===== src/core/edmac_pkg.sv =====
package edmac_pkg;

    // Register indices; byte address is four times the index
    localparam logic [23:0] EDMAC_IDX_SRC  = 24'hFFFDE0;
    localparam logic [23:0] EDMAC_IDX_DST  = 24'hFFFDE4;
    localparam logic [23:0] EDMAC_IDX_CNT  = 24'hFFFDE8;
    localparam logic [23:0] EDMAC_IDX_MODE = 24'hFFFDEC;
    localparam logic [23:0] EDMAC_IDX_UPD  = 24'hFFFDEE;

    // Mode control field positions
    localparam int unsigned EDMAC_ACT_BIT    = 15;
    localparam int unsigned EDMAC_SINGLE_BIT = 10;
    localparam int unsigned EDMAC_MSEL_HI    = 9;
    localparam int unsigned EDMAC_MSEL_LO    = 8;
    localparam int unsigned EDMAC_SIZE_BIT   = 3;

    // Address update field positions
    localparam int unsigned EDMAC_SRCU_HI = 15;
    localparam int unsigned EDMAC_SRCU_LO = 14;
    localparam int unsigned EDMAC_DSTU_HI = 7;
    localparam int unsigned EDMAC_DSTU_LO = 6;

    // Writable bits; others read as zero
    localparam logic [15:0] EDMAC_MODE_MASK = 16'h8708;
    localparam logic [15:0] EDMAC_UPD_MASK  = 16'hC0C0;

    // Reset values
    localparam logic [31:0] EDMAC_RST_WORD = 32'h0000_0000;
    localparam logic [15:0] EDMAC_RST_HALF = 16'h0000;

    // Field encodings
    localparam logic [1:0] EDMAC_MSEL_NORMAL = 2'h0;
    localparam logic [1:0] EDMAC_UPD_INC     = 2'h2;
    localparam logic [1:0] EDMAC_UPD_DEC     = 2'h3;

    // Bytes moved per transfer
    localparam logic [31:0] EDMAC_STEP_BYTE = 32'h0000_0001;
    localparam logic [31:0] EDMAC_STEP_WORD = 32'h0000_0002;

    typedef enum logic [2:0] {
        EDMAC_IDLE,
        EDMAC_RD,
        EDMAC_RD_END,
        EDMAC_WR,
        EDMAC_WR_END,
        EDMAC_STEP
    } edmac_state_e;

    // Byte address of a register index
    function automatic logic [31:0] edmac_reg_addr(input logic [23:0] idx);
        return {6'h00, idx, 2'h0};
    endfunction : edmac_reg_addr

    // Pointer advance by update mode
    function automatic logic [31:0] edmac_next_addr(input logic [31:0] addr,
                                                    input logic [1:0]  upd,
                                                    input logic [31:0] step);
        if (upd == EDMAC_UPD_INC)
        begin
            return addr + step;
        end
        else if (upd == EDMAC_UPD_DEC)
        begin
            return addr - step;
        end
        return addr;
    endfunction : edmac_next_addr

endpackage : edmac_pkg


===== src/core/edmac_channel.sv =====
// Behaviour
// - Source pointer writable, advances per transfer
// - Destination pointer writable, advances per transfer
// - Counter drops by access size per transfer
// - Byte mode: counter drops by one
// - Activation flag gates all transfers
// - Mode bit selects dual or single address
// - Mode select 00 runs normal auto transfer
// - Size bit selects byte or word
// - Source update 10 increments source
// - Destination update 10 increments destination
// - Auto request: starts when software activates
`timescale 1ns/1ps
`default_nettype none

module edmac_channel (
    input  wire logic        pclk,
    input  wire logic        presetn,
    input  wire logic        psel,
    input  wire logic        penable,
    input  wire logic        pwrite,
    input  wire logic [31:0] paddr,
    input  wire logic [31:0] pwdata,
    output logic      [31:0] prdata,
    output logic             pready,
    output logic             pslverr,
    input  wire logic        ext_ack,
    input  wire logic [15:0] ext_rdata,
    output logic      [31:0] ext_addr,
    output logic      [15:0] ext_wdata,
    output logic             ext_rd,
    output logic             ext_wr,
    output logic             ext_word,
    output logic             ext_bus_own,
    output logic             ext_dack
);
    import edmac_pkg::*;

    logic [31:0]  prdata_reg,  prdata_next;
    logic         pready_reg,  pready_next;
    logic         pslverr_reg, pslverr_next;
    logic [31:0]  src_reg,     src_next;
    logic [31:0]  dst_reg,     dst_next;
    logic [31:0]  cnt_reg,     cnt_next;
    logic [15:0]  mode_reg,    mode_next;
    logic [15:0]  upd_reg,     upd_next;
    logic [15:0]  data_reg,    data_next;
    logic [31:0]  addr_reg,    addr_next;
    logic         rd_reg,      rd_next;
    logic         wr_reg,      wr_next;
    logic         word_reg,    word_next;
    logic         own_reg,     own_next;
    logic         dack_reg,    dack_next;
    edmac_state_e state_reg,   state_next;

    logic [16:0]  pin_sync;
    logic         ack_sync;
    logic [15:0]  rdata_sync;
    logic         hit_src, hit_dst, hit_cnt, hit_mode, hit_upd, hit_any;
    logic         sw_wr;
    logic [31:0]  step;
    logic [1:0]   src_upd, dst_upd, msel;
    logic         single_addr;

    // Acknowledge and read data come from pins
    edmac_pin_sync #(
        .WIDTH    (17)
    ) u_pin_sync (
        .clk      (pclk),
        .rst_n    (presetn),
        .async_in ({ext_ack, ext_rdata}),
        .sync_out (pin_sync)
    );

    assign ack_sync   = pin_sync[16];
    assign rdata_sync = pin_sync[15:0];

    // Address decode
    assign hit_src  = (paddr == edmac_reg_addr(EDMAC_IDX_SRC));
    assign hit_dst  = (paddr == edmac_reg_addr(EDMAC_IDX_DST));
    assign hit_cnt  = (paddr == edmac_reg_addr(EDMAC_IDX_CNT));
    assign hit_mode = (paddr == edmac_reg_addr(EDMAC_IDX_MODE));
    assign hit_upd  = (paddr == edmac_reg_addr(EDMAC_IDX_UPD));
    assign hit_any  = hit_src | hit_dst | hit_cnt | hit_mode | hit_upd;
    // Writes land only on the completing edge
    assign sw_wr    = psel & penable & pwrite & pready_reg;

    // Field views
    assign step        = mode_reg[EDMAC_SIZE_BIT] ? EDMAC_STEP_WORD : EDMAC_STEP_BYTE;
    assign src_upd     = upd_reg[EDMAC_SRCU_HI:EDMAC_SRCU_LO];
    assign dst_upd     = upd_reg[EDMAC_DSTU_HI:EDMAC_DSTU_LO];
    assign msel        = mode_reg[EDMAC_MSEL_HI:EDMAC_MSEL_LO];
    assign single_addr = mode_reg[EDMAC_SINGLE_BIT];

    // Bus slave: one wait state so read data is registered
    always_comb
    begin
        prdata_next  = prdata_reg;
        pslverr_next = 1'b0;
        pready_next  = 1'b0;
        if (psel && penable && !pready_reg)
        begin
            pready_next  = 1'b1;
            pslverr_next = !hit_any;
            unique case (1'b1)
                hit_src:  prdata_next = src_reg;
                hit_dst:  prdata_next = dst_reg;
                hit_cnt:  prdata_next = cnt_reg;
                hit_mode: prdata_next = {16'h0000, mode_reg};
                hit_upd:  prdata_next = {16'h0000, upd_reg};
                default:  prdata_next = EDMAC_RST_WORD;
            endcase
        end
    end

    always_ff @(posedge pclk or negedge presetn)
    begin
        if (!presetn)
        begin
            prdata_reg  <= EDMAC_RST_WORD;
            pready_reg  <= 1'b0;
            pslverr_reg <= 1'b0;
        end
        else
        begin
            prdata_reg  <= prdata_next;
            pready_reg  <= pready_next;
            pslverr_reg <= pslverr_next;
        end
    end

    // Channel sequencer, then software writes on top
    always_comb
    begin
        src_next   = src_reg;
        dst_next   = dst_reg;
        cnt_next   = cnt_reg;
        mode_next  = mode_reg;
        upd_next   = upd_reg;
        data_next  = data_reg;
        addr_next  = addr_reg;
        rd_next    = rd_reg;
        wr_next    = wr_reg;
        word_next  = word_reg;
        own_next   = own_reg;
        dack_next  = dack_reg;
        state_next = state_reg;
        unique case (state_reg)
            EDMAC_IDLE:
            begin
                // No request pin: activation alone starts it
                if (mode_reg[EDMAC_ACT_BIT] && msel == EDMAC_MSEL_NORMAL)
                begin
                    if (cnt_reg == EDMAC_RST_WORD)
                    begin
                        mode_next[EDMAC_ACT_BIT] = 1'b0;
                    end
                    else
                    begin
                        state_next = EDMAC_RD;
                        rd_next    = 1'b1;
                        own_next   = 1'b1;
                        dack_next  = single_addr;
                        addr_next  = src_reg;
                        word_next  = mode_reg[EDMAC_SIZE_BIT];
                    end
                end
            end
            EDMAC_RD:
            begin
                if (ack_sync)
                begin
                    data_next  = rdata_sync;
                    rd_next    = 1'b0;
                    state_next = EDMAC_RD_END;
                end
            end
            EDMAC_RD_END:
            begin
                // Four-phase: wait for acknowledge to drop
                if (!ack_sync)
                begin
                    if (single_addr)
                    begin
                        own_next   = 1'b0;
                        dack_next  = 1'b0;
                        state_next = EDMAC_STEP;
                    end
                    else
                    begin
                        wr_next    = 1'b1;
                        addr_next  = dst_reg;
                        state_next = EDMAC_WR;
                    end
                end
            end
            EDMAC_WR:
            begin
                if (ack_sync)
                begin
                    wr_next    = 1'b0;
                    state_next = EDMAC_WR_END;
                end
            end
            EDMAC_WR_END:
            begin
                if (!ack_sync)
                begin
                    own_next   = 1'b0;
                    state_next = EDMAC_STEP;
                end
            end
            EDMAC_STEP:
            begin
                // Cycle steal: bus is already given back here
                src_next   = edmac_next_addr(src_reg, src_upd, step);
                dst_next   = edmac_next_addr(dst_reg, dst_upd, step);
                // Short tail saturates rather than wrapping
                cnt_next   = (cnt_reg > step) ? cnt_reg - step : EDMAC_RST_WORD;
                if (cnt_reg <= step)
                begin
                    mode_next[EDMAC_ACT_BIT] = 1'b0;
                end
                state_next = EDMAC_IDLE;
            end
        endcase
        // Software write wins over the same-cycle hardware update
        if (sw_wr && hit_src)
        begin
            src_next = pwdata;
        end
        if (sw_wr && hit_dst)
        begin
            dst_next = pwdata;
        end
        if (sw_wr && hit_cnt)
        begin
            cnt_next = pwdata;
        end
        if (sw_wr && hit_mode)
        begin
            mode_next = pwdata[15:0] & EDMAC_MODE_MASK;
        end
        if (sw_wr && hit_upd)
        begin
            upd_next = pwdata[15:0] & EDMAC_UPD_MASK;
        end
    end

    always_ff @(posedge pclk or negedge presetn)
    begin
        if (!presetn)
        begin
            src_reg   <= EDMAC_RST_WORD;
            dst_reg   <= EDMAC_RST_WORD;
            cnt_reg   <= EDMAC_RST_WORD;
            mode_reg  <= EDMAC_RST_HALF;
            upd_reg   <= EDMAC_RST_HALF;
            data_reg  <= EDMAC_RST_HALF;
            addr_reg  <= EDMAC_RST_WORD;
            rd_reg    <= 1'b0;
            wr_reg    <= 1'b0;
            word_reg  <= 1'b0;
            own_reg   <= 1'b0;
            dack_reg  <= 1'b0;
            state_reg <= EDMAC_IDLE;
        end
        else
        begin
            src_reg   <= src_next;
            dst_reg   <= dst_next;
            cnt_reg   <= cnt_next;
            mode_reg  <= mode_next;
            upd_reg   <= upd_next;
            data_reg  <= data_next;
            addr_reg  <= addr_next;
            rd_reg    <= rd_next;
            wr_reg    <= wr_next;
            word_reg  <= word_next;
            own_reg   <= own_next;
            dack_reg  <= dack_next;
            state_reg <= state_next;
        end
    end

    // All outputs straight from flops
    assign prdata      = prdata_reg;
    assign pready      = pready_reg;
    assign pslverr     = pslverr_reg;
    assign ext_addr    = addr_reg;
    assign ext_wdata   = data_reg;
    assign ext_rd      = rd_reg;
    assign ext_wr      = wr_reg;
    assign ext_word    = word_reg;
    assign ext_bus_own = own_reg;
    assign ext_dack    = dack_reg;
endmodule : edmac_channel

`default_nettype wire


===== src/core/edmac_pin_sync.sv =====
`timescale 1ns/1ps
`default_nettype none

// Two-stage synchroniser; first stage feeds only the second
module edmac_pin_sync #(
    parameter int unsigned WIDTH = 1
) (
    input  wire logic             clk,
    input  wire logic             rst_n,
    input  wire logic [WIDTH-1:0] async_in,
    output logic      [WIDTH-1:0] sync_out
);

    logic [WIDTH-1:0] stage1_reg;
    logic [WIDTH-1:0] stage2_reg;

    // Metastability filter
    always_ff @(posedge clk or negedge rst_n)
    begin
        if (!rst_n)
        begin
            stage1_reg <= '0;
            stage2_reg <= '0;
        end
        else
        begin
            stage1_reg <= async_in;
            stage2_reg <= stage1_reg;
        end
    end

    assign sync_out = stage2_reg;

endmodule : edmac_pin_sync

`default_nettype wire


===== config.mk =====
export PLATFORM = sky130hd
export DESIGN_NAME = edmac_channel
export DESIGN_NICKNAME = d
export VERILOG_FILES = /design/src/core/edmac_pkg.sv /design/src/core/edmac_channel.sv /design/src/core/edmac_pin_sync.sv
export SDC_FILE = /design/constraint.sdc
export NUM_CORES = 1
export LEC_CHECK = 0
export ABC_AREA = 1
export BUFFER_PORTS_ARGS = -buffer_cell sky130_fd_sc_hd__buf_2
export CAP_MARGIN = 10
export CELL_PAD_IN_SITES_DETAIL_PLACEMENT = 2
export CELL_PAD_IN_SITES_GLOBAL_PLACEMENT = 2
export CORE_ASPECT_RATIO = 0.8
export CORE_MARGIN = 3
export CORE_UTILIZATION = 36
export DETAILED_ROUTE_END_ITERATION = 10
export HOLD_SLACK_MARGIN = 0.12
export PLACE_DENSITY_LB_ADDON = 0.1
export SYNTH_ARGS = -nofsm -noshare
export SYNTH_HDL_FRONTEND = slang
export SYNTH_SLANG_ARGS = --single-unit

===== constraint.sdc =====
create_clock -name pclk -period 5.4 [get_ports pclk]
set_clock_uncertainty 0.15 [all_clocks]
set_input_delay 1.62 -clock pclk [delete_from_list [all_inputs] [get_ports pclk]]
set_output_delay 1.62 -clock pclk [all_outputs]
set_load 0.01 [all_outputs]

==> impl_metrics.tcl <==
set metrics [dict create \
    drv_slew 0 \
    pwr-share-clk_pct 50.3 \
    grt_pass1_wl_um 109700 \
    status "finished, final reports clean" \
    synth_warnings 0 \
    antenna_left 0 \
    register_area_um2 5731 \
    ys_seq_elements 229 \
    crit_chain "buf_2 > inv_1 > nand2_2 > nor3_4 > nand3_2 > nor2_8 > nand3_4 > inv_2 > nand2_1 > nand2_1 > inv_1 > nand2_1" \
    drive_gt1_share_pct 12.86 \
    seqPwrFrac_pct 46.0 \
    gr-total-overflow 0 \
    vias 16258 \
    final_util_pct 42.20 \
    io_pins 173 \
    finalSetupViolCount 0 \
    synth_top_area_share_pct 36.35 \
    avgSynthCellArea_um2 7.014 \
    timing.rr.start "upd_reg[7]" \
    clock-sinks 229 \
    slew_headroom_pct 21.98 \
    synth.distinct_cells 51 \
    cts_resized 0 \
    p_sw_share_pct 24.39 \
    ir_worst_vdd_mv 0.2242 \
    nNetsFinal 2556 \
    p_leak_uw 0.009888 \
    grt_max_degree 107 \
    synthesis.area_um2 15770 \
    die_area_um2 46360 \
    gp_congestion 0.9503 \
    firstDrtPassIters 5 \
    cts_tree "done" \
    hold_class "register to register" \
    start_util_pct 37.02 \
    critPathArrivalTime_ps 4000 \
    max-cap-violations 0 \
    cp_top_family "simple AND/OR/NAND/NOR gates" \
    root_buffer "clkbuf_16" \
    fp.dieW_um 240.0 \
    combPwrFrac_pct 3.7 \
    setup_ws_ps 1761 \
    rsz0062_at_grt "no" \
    cp-end-kind "register" \
    reg2reg_setup_slack_ps 1770 \
    fin_tns_setup_ps 0 \
    fill_cells 5124 \
    multi_input_area_um2 8757 \
    dpl_cell_area_um2 17090 \
    htree_levels 1 \
    synth_cells 2248 \
    power.switching_uw 919.7 \
    synth.area.top_cells "dfrtp_1 36%, nand2_1 21%, nand3_1 6.0%" \
    grt_pass1_vias 17714 \
    antenna_cells 0 \
    design_area_um2 17970 \
    power_density_nw_per_um2 209.8 \
    crit_path_start_kind "input pin" \
    finalCriticalPeriod_ps 3639 \
    wl_per_cell_um 24.34 \
    crit_required_ps 5760 \
    gr-usage-all-layers_pct 31.21 \
    cts_max_path_buffers 3 \
    route.detailed.drc 0 \
    slowest_stage "inv_2" \
    coreArea_um2 42590 \
    postCtsSetupRepairBufs 0 \
    hold_depth 0 \
    finalCritPeriodShare_pct 67.39 \
    cts_buffers 27 \
    place_ws_ps 1265 \
    fin_total_pwr_uw 3770 \
    crit_fanout 30 \
    max_freq_mhz 274.8 \
    critPathKind "input pin to register" \
    crit_top_cell "nand2_1" \
    die_h_um 193.2 \
    ys_seq_area_share_pct 36.35 \
    tightest_slew_ps 1169 \
    cp_slowest_stage_delay_ps 660 \
    crit_end "dst_reg[23]" \
    cts_hold_buffers 0 \
    insertion_delay_ps 590 \
    path_buf_inv 4 \
    viasPerCell 5.472 \
    rows 67 \
    p_int_uw 2851 \
    dr.first_iter.drc_count 1206 \
    antenna_found_initial 3 \
    reg2reg_to "dst_reg[27]" \
    port_buffers 172 \
    reg2reg_depth 13 \
    startpoint "paddr[0]" \
    dp_hpwl_um 56750 \
    wl_um 72310 \
    clkSlewWorstSetupHoldPaths_ps 60 \
    worst-path-stages 12 \
    hold_viol 0 \
    syn_to_final_growth_pct 13.98 \
    yosysTopAreaCell "dfrtp_1" \
    syn_nets 2401 \
]
==> kinds of logic after synthesis <==
logic type / after synthesis / share of synthesized area [%]
flops: 229 / 36.35
compound gates: 213 / 8.698
buf+inv: 304 / 8.182
fa+ha+maj: 67 / 5.460
xor+xnor: 51 / 2.833
simple gates: 1348 / 36.16
mux: 36 / 2.317
==> power groups by stage <==
stage	sequential, µW	combinational [µW]	clock [µW]
after floorplan	1760	18.6	0
after global placement	1760	139	0
after detailed placement	1770	140	0
after CTS	1730	141	1920
after global routing	1730	152	2000
final	1730	140	1900
==> Yosys cell counts, drive strengths merged <==
cell / number
nand2: 890
inv: 242
dfrtp: 229
nand3: 191
nor2: 183
o21ai: 72
a21oi: 71
ha: 64
o211ai: 49
buf: 44
xor2: 38
nand4: 36
mux2i: 32
nand3b: 17
clkbuf: 15
nor3: 14
o21bai: 14
xnor2: 13
and2: 6
nor4: 6
mux2: 4
clkinv: 3
fa: 3
a211oi: 2
a21boi: 2
a21o: 2
nand2b: 2
nor3b: 2
a2bb2oi: 1
or2: 1
==> layout by cell type (no fill, tap or decap), types with 9 or more instances in the layout <==
cell / netlist / final
nor3_1: 9 / 9
inv_2: 20 / 20
xor2_1: 38 / 38
xnor2_1: 13 / 13
nand4_1: 35 / 35
o211ai_2: 25 / 25
dfrtp_1: 229 / 229
ha_1: 64 / 64
o211ai_1: 24 / 24
o21ai_1: 41 / 41
nand2_1: 878 / 878
clkbuf_16: 0 / 27
nand3_1: 188 / 188
nor2_2: 10 / 11
a21oi_1: 70 / 70
buf_4: 9 / 11
o21ai_0: 31 / 31
mux2i_1: 32 / 32
nor2_1: 169 / 168
inv_1: 222 / 222
o21bai_1: 14 / 14
buf_2: 21 / 171
nand3b_1: 17 / 17
==> metrics by stage <==
step           hold WS [ps]  instances
2_1_floorplan         181.2       2248
3_3_place_gp          183.0       2926
3_5_place_dp          187.0       2926
4_1_cts               197.2       2971
5_1_grt               207.6       2971
6_report              192.5       2971
==> worst min path at each step <==
stage	startpoint	endpoint	slack (ps)
2_1_floorplan	u_pin_sync.stage1_reg[0]	u_pin_sync.sync_out[0]	180
3_3_place_gp	u_pin_sync.stage1_reg[7]	u_pin_sync.sync_out[7]	180
3_5_place_dp	u_pin_sync.stage1_reg[2]	u_pin_sync.sync_out[2]	190
4_1_cts	u_pin_sync.stage1_reg[3]	u_pin_sync.sync_out[3]	200
5_1_grt	u_pin_sync.stage1_reg[1]	u_pin_sync.sync_out[1]	210
6_report	u_pin_sync.stage1_reg[3]	u_pin_sync.sync_out[3]	190
==> routing by layer <==
layer / global-route usage (%) / vias to the layer above / part of all wire, %
li1: - / 7500 / -
met1: 43.42 / 8259 / 46
met2: 50.51 / 384 / 45
met3: 4.991 / 113 / 5.6
met4: 8.688 / 2 / 3.1
met5: 0 / - / 0.017
==> layout make-up <==
type,count,share of cell area (%)
Timing Repair Buffer,185,5.528
Multi-Input combinational cell,1715,48.73
Tap cell,552,3.843
Clock inverter,12,0.8912
Sequential cell,229,31.89
Clock buffer,33,3.996
Inverter,245,5.124
==> worst reg2reg max path: stages, from the launching register on <==
cell and delay [ps]:
dfrtp_1 370, inv_1 90, nor2_1 320, inv_1 630, ha_1 660, nand2_1 150
nor2_1 190, inv_1 110, nor3_1 250, nand3b_1 240, nand2_1 130, nand2_1 60
nand3_1 80, nand2_1 70
Power figures use the tool's default switching activity.
